`src/core/ufm_pkg.sv`:
```
// Package of constants for the queue threshold marker block.
package ufm_pkg;
  // ****************************************************************
  // Register map (byte addresses on the AXI4-Lite bus)
  // ****************************************************************
  localparam logic [3:0] UFM_OFF_THRESH = 4'h0;
  localparam logic [3:0] UFM_OFF_STATUS = 4'h4;
  localparam logic [3:0] UFM_OFF_ENABLE = 4'h8;
  localparam logic [3:0] UFM_OFF_CLEAR  = 4'hC;
  // ****************************************************************
  // Field layout, reset values, threshold step and response codes
  // ****************************************************************
  localparam int          UFM_TX_LSB     = 8;
  localparam int          UFM_RX_LSB     = 0;
  localparam int          UFM_FLD_W      = 4;
  localparam logic [15:0] UFM_THRESH_WMASK = 16'h0F0F;
  localparam logic [15:0] UFM_THRESH_RST = 16'h0000;
  localparam int          UFM_STEP_SHIFT = 2;
  localparam int          UFM_BIT_RX     = 0;
  localparam int          UFM_BIT_TX     = 1;
  localparam logic [1:0]  UFM_IRQ_RST    = 2'h0;
  localparam logic [1:0]  UFM_RESP_OKAY  = 2'h0;
  localparam logic [1:0]  UFM_RESP_SLVERR = 2'h2;
endpackage

```
`src/core/ufm_level_cmp.sv`:
```
// Threshold comparator for one queue.
`timescale 1ns/10ps
`default_nettype none
module ufm_level_cmp #(
  parameter int CNT_W = 7
) (
  input  wire logic [3:0]       i_code,
  input  wire logic [CNT_W-1:0] i_count,
  output logic                  o_hit
);
  import ufm_pkg::*;
  logic [CNT_W+1:0] limit;
  always_comb
  begin
    limit = {{(CNT_W-2){1'b0}}, i_code} << UFM_STEP_SHIFT;
    o_hit = (i_code != 4'h0) && ({2'b00, i_count} >= limit);
  end
endmodule
`default_nettype wire

```
`src/core/ufm_marker.sv`:
```
// Queue threshold marker with AXI4-Lite registers and interrupt.
`timescale 1ns/10ps
`default_nettype none
module ufm_marker #(
  parameter int CNT_W = 7
) (
  input  wire logic             I_CLK,
  input  wire logic             I_SRST,
  input  wire logic [CNT_W-1:0] I_TX_EMPTY_SLOTS,
  input  wire logic [CNT_W-1:0] I_RX_BYTES_HELD,
  input  wire logic [3:0]       I_AWADDR,
  input  wire logic             I_AWVALID,
  output logic                  O_AWREADY,
  input  wire logic [31:0]      I_WDATA,
  input  wire logic [3:0]       I_WSTRB,
  input  wire logic             I_WVALID,
  output logic                  O_WREADY,
  output logic [1:0]            O_BRESP,
  output logic                  O_BVALID,
  input  wire logic             I_BREADY,
  input  wire logic [3:0]       I_ARADDR,
  input  wire logic             I_ARVALID,
  output logic                  O_ARREADY,
  output logic [31:0]           O_RDATA,
  output logic [1:0]            O_RRESP,
  output logic                  O_RVALID,
  input  wire logic             I_RREADY,
  output logic                  O_TX_HALF_FLAG,
  output logic                  O_RX_HALF_FLAG,
  output logic                  O_IRQ
);
  import ufm_pkg::*;

  // ****************************************************************
  // Registers
  // ****************************************************************
  logic [15:0] thresh_q;
  logic [1:0]  status_q;
  logic [1:0]  enable_q;
  logic [3:0]  awaddr_q;
  logic [31:0] wdata_q;
  logic [3:0]  wstrb_q;
  logic        aw_have_q;
  logic        w_have_q;
  logic        tx_hit;
  logic        rx_hit;
  logic        do_write;
  logic [1:0]  clear_d;
  logic [3:0]  tx_code;
  logic [3:0]  rx_code;

  // Queue counts come from logic on I_CLK, so no synchroniser is placed here.
  assign tx_code = thresh_q[UFM_TX_LSB +: UFM_FLD_W];
  assign rx_code = thresh_q[UFM_RX_LSB +: UFM_FLD_W];

  ufm_level_cmp #(.CNT_W(CNT_W)) u_tx_cmp (
    .i_code  (tx_code),
    .i_count (I_TX_EMPTY_SLOTS),
    .o_hit   (tx_hit)
  );

  ufm_level_cmp #(.CNT_W(CNT_W)) u_rx_cmp (
    .i_code  (rx_code),
    .i_count (I_RX_BYTES_HELD),
    .o_hit   (rx_hit)
  );

  // ****************************************************************
  // Write channel
  // ****************************************************************
  assign do_write = aw_have_q && w_have_q && !O_BVALID;

  always_ff @(posedge I_CLK)
  begin
    if (I_SRST)
    begin
      aw_have_q <= 1'b0;
      awaddr_q  <= 4'h0;
      O_AWREADY <= 1'b0;
    end
    else if (do_write)
    begin
      aw_have_q <= 1'b0;
      O_AWREADY <= 1'b0;
    end
    else if (!aw_have_q && !O_AWREADY)
    begin
      O_AWREADY <= 1'b1;
    end
    else if (O_AWREADY && I_AWVALID)
    begin
      aw_have_q <= 1'b1;
      awaddr_q  <= I_AWADDR;
      O_AWREADY <= 1'b0;
    end
  end

  always_ff @(posedge I_CLK)
  begin
    if (I_SRST)
    begin
      w_have_q <= 1'b0;
      wdata_q  <= 32'h0000_0000;
      wstrb_q  <= 4'h0;
      O_WREADY <= 1'b0;
    end
    else if (do_write)
    begin
      w_have_q <= 1'b0;
      O_WREADY <= 1'b0;
    end
    else if (!w_have_q && !O_WREADY)
    begin
      O_WREADY <= 1'b1;
    end
    else if (O_WREADY && I_WVALID)
    begin
      w_have_q <= 1'b1;
      wdata_q  <= I_WDATA;
      wstrb_q  <= I_WSTRB;
      O_WREADY <= 1'b0;
    end
  end

  always_ff @(posedge I_CLK)
  begin
    if (I_SRST)
    begin
      O_BVALID <= 1'b0;
      O_BRESP  <= UFM_RESP_OKAY;
    end
    else if (do_write)
    begin
      O_BVALID <= 1'b1;
      O_BRESP  <= (awaddr_q[1:0] == 2'b00) ? UFM_RESP_OKAY : UFM_RESP_SLVERR;
    end
    else if (O_BVALID && I_BREADY)
    begin
      O_BVALID <= 1'b0;
    end
  end

  // Reserved threshold bits are never stored, so software that breaks the zero-write convention is harmless.
  always_ff @(posedge I_CLK)
  begin
    if (I_SRST)
    begin
      thresh_q <= UFM_THRESH_RST;
    end
    else if (do_write && awaddr_q == UFM_OFF_THRESH)
    begin
      if (wstrb_q[0])
        thresh_q[7:0] <= wdata_q[7:0] & UFM_THRESH_WMASK[7:0];
      if (wstrb_q[1])
        thresh_q[15:8] <= wdata_q[15:8] & UFM_THRESH_WMASK[15:8];
    end
  end

  always_ff @(posedge I_CLK)
  begin
    if (I_SRST)
      enable_q <= UFM_IRQ_RST;
    else if (do_write && awaddr_q == UFM_OFF_ENABLE && wstrb_q[0])
      enable_q <= wdata_q[1:0];
  end

  // ****************************************************************
  // Half flags, sticky status and interrupt
  // ****************************************************************
  always_comb
  begin
    clear_d = 2'b00;
    if (do_write && awaddr_q == UFM_OFF_CLEAR && wstrb_q[0])
      clear_d = wdata_q[1:0];
  end

  // Flags are registered each cycle from the live comparison, one cycle behind the counts.
  always_ff @(posedge I_CLK)
  begin
    if (I_SRST)
    begin
      O_TX_HALF_FLAG <= 1'b0;
      O_RX_HALF_FLAG <= 1'b0;
    end
    else
    begin
      O_TX_HALF_FLAG <= tx_hit;
      O_RX_HALF_FLAG <= rx_hit;
    end
  end

  // A new hit in the clearing cycle wins over the clear.
  always_ff @(posedge I_CLK)
  begin
    if (I_SRST)
      status_q <= UFM_IRQ_RST;
    else
    begin
      status_q[UFM_BIT_TX] <= tx_hit | (status_q[UFM_BIT_TX] & ~clear_d[UFM_BIT_TX]);
      status_q[UFM_BIT_RX] <= rx_hit | (status_q[UFM_BIT_RX] & ~clear_d[UFM_BIT_RX]);
    end
  end

  always_ff @(posedge I_CLK)
  begin
    if (I_SRST)
      O_IRQ <= 1'b0;
    else
      O_IRQ <= |(status_q & enable_q);
  end

  // ****************************************************************
  // Read channel
  // ****************************************************************
  always_ff @(posedge I_CLK)
  begin
    if (I_SRST)
    begin
      O_ARREADY <= 1'b0;
      O_RVALID  <= 1'b0;
      O_RDATA   <= 32'h0000_0000;
      O_RRESP   <= UFM_RESP_OKAY;
    end
    else if (O_RVALID)
    begin
      if (I_RREADY)
        O_RVALID <= 1'b0;
    end
    else if (!O_ARREADY)
    begin
      O_ARREADY <= 1'b1;
    end
    else if (I_ARVALID)
    begin
      O_ARREADY <= 1'b0;
      O_RVALID  <= 1'b1;
      O_RRESP   <= UFM_RESP_OKAY;
      case (I_ARADDR)
        UFM_OFF_THRESH: O_RDATA <= {16'h0000, thresh_q};
        UFM_OFF_STATUS: O_RDATA <= {30'h0000_0000, status_q};
        UFM_OFF_ENABLE: O_RDATA <= {30'h0000_0000, enable_q};
        UFM_OFF_CLEAR:  O_RDATA <= 32'h0000_0000;
        default:
        begin
          O_RDATA <= 32'h0000_0000;
          O_RRESP <= UFM_RESP_SLVERR;
        end
      endcase
    end
  end
endmodule
`default_nettype wire

```
`config.mk`:
```
export PLATFORM = sky130hd
export DESIGN_NAME = ufm_marker
export DESIGN_NICKNAME = d
export VERILOG_FILES = /design/src/core/ufm_pkg.sv /design/src/core/ufm_level_cmp.sv /design/src/core/ufm_marker.sv
export SDC_FILE = /design/constraint.sdc
export NUM_CORES = 1
export LEC_CHECK = 0
export BUFFER_PORTS_ARGS = -buffer_cell sky130_fd_sc_hd__buf_4
export CAP_MARGIN = 30
export CORE_MARGIN = 1.5
export CORE_UTILIZATION = 42
export DETAILED_ROUTE_END_ITERATION = 8
export GPL_TIMING_DRIVEN = 0
export PLACE_DENSITY = 0.77
export SYNTH_ARGS = -nofsm -noshare
export SYNTH_HDL_FRONTEND = slang
export SYNTH_HIERARCHICAL = 1
export SYNTH_SLANG_ARGS = --single-unit
```
`constraint.sdc`:
```
create_clock -name I_CLK -period 1.7 [get_ports I_CLK]
set_clock_uncertainty 0.15 [all_clocks]
set_input_delay 0.17 -clock I_CLK [delete_from_list [all_inputs] [get_ports I_CLK]]
set_output_delay 0.17 -clock I_CLK [all_outputs]
set_load 0.1 [all_outputs]
```
==> results of run 1 <==
[worst max-delay path, stage by stage (launching register included)]
cell	delay, ns
dfxtp_2	0.34
inv_2	0.04
ha_4	0.26
and4bb_1	0.20
a311oi_1	0.09
a21oi_1	0.24
inv_1	0.09
a311oi_1	0.21
[power by group through the flow]
| stage | sequential [mW] | combinational, mW | clock (mW) |
|---|---|---|---|
| floorplan | 1.25 | 0.415 | 0 |
| CTS | 1.15 | 0.648 | 0.691 |
| finish | 1.15 | 0.657 | 0.688 |
| detailed placement | 1.17 | 0.625 | 0 |
| global placement | 1.17 | 0.621 | 0 |
| global route | 1.16 | 0.689 | 0.740 |
[worst max path at each step]
stage	end	slack, ns
after floorplan	wdata_q[1]	0.002
after global placement	status_q[1]	-0.13
after detailed placement	status_q[1]	-0.18
after CTS	status_q[1]	-0.03
after global routing	status_q[1]	-0.08
final	status_q[1]	-0.01
[final cells by class]
type / count / area [µm²] / share of cell area
clock inverters: 1 / 5.00 / 0.00155
inverters: 11 / 41.3 / 0.0128
flip-flops and latches: 46 / 932 / 0.289
clock buffers: 7 / 86.3 / 0.0268
well taps: 70 / 87.6 / 0.0272
multi-input cells: 196 / 1270 / 0.394
repair buffers: 70 / 548 / 0.170
plain buffers: 38 / 250 / 0.0777
[metal layers]
metal / global-route usage / vias to the layer above / routed length (µm)
met5: 0 / - / 0
met4: 0.0491 / 0 / 60
met3: 0.0412 / 7 / 308
met2: 0.310 / 66 / 2620
met1: 0.240 / 1003 / 2640
li1: - / 1119 / -
[timing repair]
| item | CTS | global route |
|---|---|---|
| setup buffers | 4 | 1 |
| setup endpoints to repair | 4 | 4 |
| gates resized for setup | 10 | 6 |
| hold buffers | 9 | 0 |
| pin swaps | 12 | 7 |
| endpoints found under the hold margin | 9 | 0 |
[sequential cells by signal, summed over array words and instances, names as in the netlist, 2 cells and up]
name and flops:
wdata_q 8, awaddr_q 4, wstrb_q 2, O_RDATA 8, thresh_q 8, enable_q 2
status_q 2
[cell usage in the layout, fill, tap and decap left out, types with 3 or more instances in the layout]
cell type and n:
ha_1 4, dfxtp_1 37, nand2b_1 7, nand4b_1 3, nand3_1 22, inv_1 6
buf_4 88, clkbuf_1 7, clkbuf_8 6, a21oi_1 32, buf_2 5, dfxtp_2 9
nand2_1 9, dlygate4sd3_1 9, o21ai_1 14, ha_4 4, and3b_1 8, nor2_1 8
nand4_1 8, o21ai_0 10, nand3b_1 4, nor4_1 3, inv_2 5, conb_1 26
nor3_1 7
[through the flow]
| step | area (µm²) | util | setup slack (ns) | total power, mW |
|---|---|---|---|---|
| after global placement | 2930 | 0.563 | -0.133 | 1.79 |
| after CTS | 3180 | 0.612 | -0.0303 | 2.49 |
| after global routing | 3220 | 0.619 | -0.0789 | 2.58 |
| after floorplan | 2420 | - | 0.00179 | 1.66 |
| final | 3220 | 0.619 | -0.0127 | 2.49 |
| after detailed placement | 2930 | 0.563 | -0.184 | 1.80 |
[cells by family (layout without fill, tap and decap cells)]
kind of cell             after synthesis  count (layout)  share of synthesized area
AND/OR/NAND/NOR                       91              91                      0.259
AO/OA/AOI/OAI                         69              69                      0.166
buffers and inverters                 49             127                      0.126
flip-flops                            46              46                      0.397
adder cells (fa/ha/maj)                8               8                     0.0431
multiplexers                           2               2                    0.00862
other                                  1              26                    0.00161
==> key figures, run 1 <==
Synth
  • Yosys reg bits: 46
  • Async SR Flop Fraction: 0
  • Area contributors post-synth: dfxtp_1, buf_4, a21oi_1, nand3_1, ha_1
  • Top-area cell type share of the netlist area: 0.397
  • Synth Warn #: 6
  • Synth Cell Area: about 2300 µm²
  • Post-Synthesis Cells: between 200 and 300
  • Sequential element share of the synthesized area: 0.397
  • Post-synth cell types: 36
  • Dominant cell type by area after synthesis: dfxtp_1
  • Post-synth EDFFs: 0
  • Most common library cells after synthesis: dfxtp_1, a21oi_1, buf_4
  • Syn Area/Cell: 8.73 µm²
  • Main flop type after synthesis: dfxtp_1
  • Most frequent cell after synthesis: dfxtp_1

Power
  • Internal power: ~1.6 mW
  • Pwr Density: 774 nW/µm²
  • Sw Ratio: 0.346
  • Clock Power Share: 0.276
  • Worst VDD drop: between 0.4 and 0.5 mV
  • P_leak: approximately 1.4 nW
  • Logic pwr share: 0.263
  • Net switching power: between 0.8 and 0.9 mW
  • Reg power frac: 0.461

Place
  • Port Buffers: 56
  • Final Wtd Congestion: between 0.8 and 0.9
  • Placed Cells: about 420
  • Dpl hpwl: 4.01 mm

Timing
  • Hold Violations, Final: 0
  • Final period util: 1.01
  • RSZ-0062 raised after global routing: yes
  • Finish-stage setup viols: 1
  • Crit path time final: ~1.7 ns
  • Max-slew headroom: 0.605
  • Pins over their slew limit: 0
  • WHS: 0.00482 ns
  • Total negative slack: -0.0127 ns
  • Tightest Pin Transition: a little under 0.6 ns
  • Maximum clock frequency: roughly 580 MHz
  • Worst setup margin: -0.0127 ns

CTS
  • Clk slew on worst S/H paths: about 0.080 ns
  • CTS Buf Count: 5
  • Clk_lat worst skew: roughly 0.30 ns
  • Sink Count: 46
  • CTS root buf: clkbuf_8
  • H-Tree Depth: 2
  • Clk buf depth: 2
  • CTS tree: yes

GRT
  • GR Overflow Total: 0
  • Largest net degree at the start of global routing: 14
  • Vias in the first global route: roughly 1900
  • Global-route wire length before repair: between 8 and 9 mm
  • Gr usage total: 0.185
  • Initial antenna violation count: 0

Route
  • Router iterations before antenna repair: 4
  • Via count: between 2000 and 2500
  • DRC viols: 0
  • WL per Instance: roughly 13 µm
  • Initial DRC count: around 120
  • Routed wire length: around 5.6 mm
  • Via density: ~5.0
  • Post-route ant nets: 0

Floorplanning
  • Die outline area: ~6000 µm²
  • Boundary pin count: between 100 and 150
  • Row count: 26
  • Core ar.: ~5200 µm²
  • Starting Density: 0.446
  • Die Span Y: about 77 µm
  • Horiz. Die Dim: 77.4 µm

Outcome
  • Violated checks: negative setup slack
  • Run status: finished with violations

Finish
  • # fillers: ~470
  • Synthesis-to-layout area growth: 38.7%
  • Layout cell share with drive strength beyond 1: 0.344
  • Ant diodes: 0
  • Non-Filler Instances: roughly 440
  • Nets@finish: around 440

Min path
  • Hold path cells: 3
  • Worst Hold Launch: I_WSTRB[0]
  • Hold Crit Endpoint: wstrb_q[0]
  • HP Class: in -> reg

Setup path
  • CP Class: reg -> reg
  • Beginning of the critical path: thresh_q[10]
  • FF-to-FF End: status_q[1]
  • Reg-to-reg slack, setup: -0.01 ns
  • CP max FO: 3
  • R2r startpoint: thresh_q[10]
  • Startpoint types: flop
  • CP Capture Type: flop
  • CP required: 1.76 ns
  • Crit path DAT: ~1.8 ns
  • R2R depth: 7

Flow run
  • # Max-Cap Violations: 0
(Power assumes the default switching activity.)
==> inputs of run 2 (changes only) <==
--- a/config.mk
+++ b/config.mk
@@ -8,11 +8,11 @@
 export BUFFER_PORTS_ARGS = -buffer_cell sky130_fd_sc_hd__buf_4
 export CAP_MARGIN = 30
 export CORE_MARGIN = 1.5
-export CORE_UTILIZATION = 42
+export CORE_UTILIZATION = 41
 export DETAILED_ROUTE_END_ITERATION = 8
+export GPL_ROUTABILITY_DRIVEN = 0
 export GPL_TIMING_DRIVEN = 0
 export PLACE_DENSITY = 0.77
 export SYNTH_ARGS = -nofsm -noshare
 export SYNTH_HDL_FRONTEND = slang
-export SYNTH_HIERARCHICAL = 1
 export SYNTH_SLANG_ARGS = --single-unit
==> constraint.sdc (replaced) <==
create_clock -name I_CLK -period 1.7 [get_ports I_CLK]
set_clock_uncertainty 0.15 [all_clocks]
set_input_delay 0.085 -clock I_CLK [delete_from_list [all_inputs] [get_ports I_CLK]]
set_output_delay 0.085 -clock I_CLK [all_outputs]
set_load 0.1 [all_outputs]
==> run 2 against run 1 <==
- the flow now finishes without violations
- non-clock buffer count up 5
- hold slack better by 0.034 ns
- global-route usage down 0.92 points
- register-to-register slack better by 0.03 ns
- flip-flop and latch count unchanged
- power down 1.1%
- die area down 3.2%
- sequential power about the same
- wire length down 11%
- clock-buffer cell count down 2
- combinational power up 1%
- critical path type unchanged
- largest power group unchanged
- highest routed layer unchanged
==> key figures, run 2 <==
Outcome
  • Run status: completed

CTS
  • H-Tree Depth: 2
  • Clk_lat worst skew: 0.29 ns
  • Clk slew on worst S/H paths: approximately 0.09 ns
  • CTS Buf Count: 5
  • CTS root buf: clkbuf_8
  • Sink Count: 46
  • CTS tree: yes
  • Clk buf depth: 2

Power
  • Worst VDD drop: roughly 0.54 mV
  • P_leak: approximately 1.5 nW
  • Pwr Density: 772 nW/µm²
  • Tot Pwr: between 2 and 2.5 mW

Setup path
  • Crit path DAT: about 1.8 ns
  • Startpoint types: flop
  • Slowest-stage cell, CP: dfxtp_2
  • CP Capture Type: flop
  • Beginning of the critical path: thresh_q[9]
  • Reg-to-reg slack, setup: 0.02 ns
  • CP max FO: 3
  • CP Class: reg -> reg
  • CP required: ~1.8 ns
  • R2r startpoint: thresh_q[9]
  • CP peak stage delay: about 0.36 ns
  • R2R depth: 6
  • FF-to-FF End: status_q[1]
  • Worst path cell trace: inv_2 > ha_4 > nor4bb_4 > and3_4 > nor4_2 > o32ai_1

Timing
  • WHS: about 0.039 ns
  • RSZ-0062 raised after global routing: yes
  • Crit path time final: approximately 1.7 ns
  • Tightest Pin Transition: 0.509 ns
  • Worst setup margin: between 0.015 and 0.02 ns
  • Maximum clock frequency: slightly below 600 MHz
  • Pins over their slew limit: 0
  • Max-slew headroom: 0.661
  • Hold Violations, Final: 0
  • Finish-stage setup viols: 0
  • Final period util: 0.991

GRT
  • Global-route wire length before repair: ~8.3 mm
  • Vias in the first global route: between 1500 and 2000
  • GR Overflow Total: 0
  • Largest net degree at the start of global routing: 16
  • Initial antenna violation count: 0
  • Gr usage total: 0.176

Route
  • Met2 WL post-DR: 2.58 mm
  • Post-route ant nets: 0
  • Routed wire length: between 4 and 5 mm
  • Initial DRC count: 46
  • Top Metal Used: met4
  • Via density: 4.62
  • Router iterations before antenna repair: 4
  • Wl on met1: 2.08 mm
  • WL per Instance: around 12 µm
  • DRC viols: 0
  • Via count: between 1500 and 2000
  • Metal3 WL: between 200 and 300 µm

Min path
  • Hold path cells: 4
  • HP Class: in -> reg
  • Worst Hold Launch: I_ARADDR[3]
  • Hold Crit Endpoint: O_RDATA[0]

Flow run
  • # Max-Cap Violations: 0

Synth
  • Post-Synthesis Cells: ~240
  • Sequential element share of the synthesized area: 0.420
  • Async SR Flop Fraction: 0
  • Area contributors post-synth: dfxtp_1, buf_4, mux2i_1, a21oi_1, ha_1
  • Dominant cell type by area after synthesis: dfxtp_1
  • Post-synth cell types: 34
  • Top-area cell type share of the netlist area: 0.420
  • Synth Warn #: 0
  • Post-synth EDFFs: 0
  • Yosys reg bits: 46
  • Most common library cells after synthesis: dfxtp_1, buf_4, nand2_1
  • Synth Cell Area: between 2000 and 2500 µm²
  • Syn Area/Cell: ~9 µm²
  • Main flop type after synthesis: dfxtp_1
  • Most frequent cell after synthesis: dfxtp_1

Finish
  • # fillers: about 460
  • Nets@finish: between 400 and 500
  • Most frequent cells in the layout: buf_4, dfxtp_1, nand2_1, conb_1, dlygate4sd3_1
  • Ant diodes: 0
  • Post-layout util: 0.621
  • Top flop regs: O_RDATA (8), thresh_q (8), wdata_q (8)
  • Storage element area: between 900 and 1000 µm²
  • Synthesis-to-layout area growth: 45.8%
  • Commonest non-fill, non-tap cell in the layout: buf_4
  • Multi-input logic area: between 1000 and 1500 µm²
  • Layout cell share with drive strength beyond 1: 0.335
  • Design area: 3190 µm²

Floorplanning
  • Horiz. Die Dim: around 76 µm
  • Boundary pin count: 109
  • Row count: 26
  • Core ar.: between 5000 and 6000 µm²
  • Starting Density: 0.426
  • Die Span Y: 76.1 µm
  • Die outline area: a little under 6000 µm²

Place
  • Pre-CTS setup slack: -0.0700 ns
  • Dpl cell area: about 2800 µm²
  • Port Buffers: 55
  • Dpl hpwl: 3.54 mm
run 2: changes by cell type after synthesis, moves of 4 or more:
cell / delta
and3_1: +4
o21ai_1: -14
nand4_1: -8
a21oi_1: -12
nand2_1: +17
and3b_1: -7
nand3b_1: -4
mux2i_1: +10
a311oi_1: -4
nor2_1: +13
a22o_1: +6
nand3_1: -21
run 2: what timing repair did:
item                                    in CTS  in global routing
endpoints found under the setup margin       3                  4
cloned                                       0                  0
hold endpoints to repair                    24                  0
resized for setup                            4                 11
pin swaps                                    0                  4
setup buffers                                0                  2
hold buffers                                23                  0
run 2: logic make-up (layout without fill, tap and decap cells):
| logic type | after synthesis | count (layout) | synth area share |
|---|---|---|---|
| compound gates | 45 | 45 | 0.128 |
| fa+ha+maj | 8 | 8 | 0.0457 |
| buf+inv | 43 | 131 | 0.122 |
| flops | 46 | 46 | 0.420 |
| mux | 12 | 12 | 0.0548 |
| other cells | 1 | 26 | 0.00171 |
| simple gates | 84 | 84 | 0.227 |
run 2: worst max path at each step:
stage / end / slack, ns / depth (start not counted)
after CTS: status_q[1] / 0.008 / 6
after floorplan: O_ARREADY / 0.02 / 3
after detailed placement: status_q[1] / -0.07 / 6
after global placement: status_q[1] / -0.08 / 6
after global routing: status_q[1] / -0.04 / 6
final: status_q[1] / 0.02 / 6
run 2: layout make-up:
cell class / instances / area share
multi-input combinational: 175 / 0.362
sequential: 46 / 0.293
timing repair buffer: 80 / 0.206
buffer: 33 / 0.0717
tap: 70 / 0.0274
clock buffer: 5 / 0.0215
inverter: 10 / 0.0118
clock inverter: 3 / 0.00666
run 2: power breakdown:
group | switching (mW) | internal [mW] | total [mW]
clock | 0.377 | 0.289 | 0.666
sequential | 0.0289 | 1.11 | 1.14
combinational | 0.461 | 0.203 | 0.664
total | 0.866 | 1.60 | 2.47
run 2: stage by stage:
| step | std cells | setup TNS [ns] |
|---|---|---|
| after floorplan | 264 | 0 |
| after global placement | 389 | -0.127 |
| after detailed placement | 389 | -0.166 |
| after CTS | 420 | 0 |
| after global routing | 422 | -0.0607 |
| final | 422 | 0 |
run 2: worst max-delay path: cells and delay by family (launching register included):
family                   cells  cell delay [ns]
AO/OA/AOI/OAI                1             0.20
flip-flops                   1             0.36
adder cells (fa/ha/maj)      1             0.26
AND/OR/NAND/NOR              3             0.59
buffers and inverters        1             0.05
run 2: layer usage:
metal / vias up / track usage
met3: 6 / 0.0371
met2: 67 / 0.323
met1: 876 / 0.199
li1: 1000 / -
met5: - / 0
met4: 0 / 0.0630
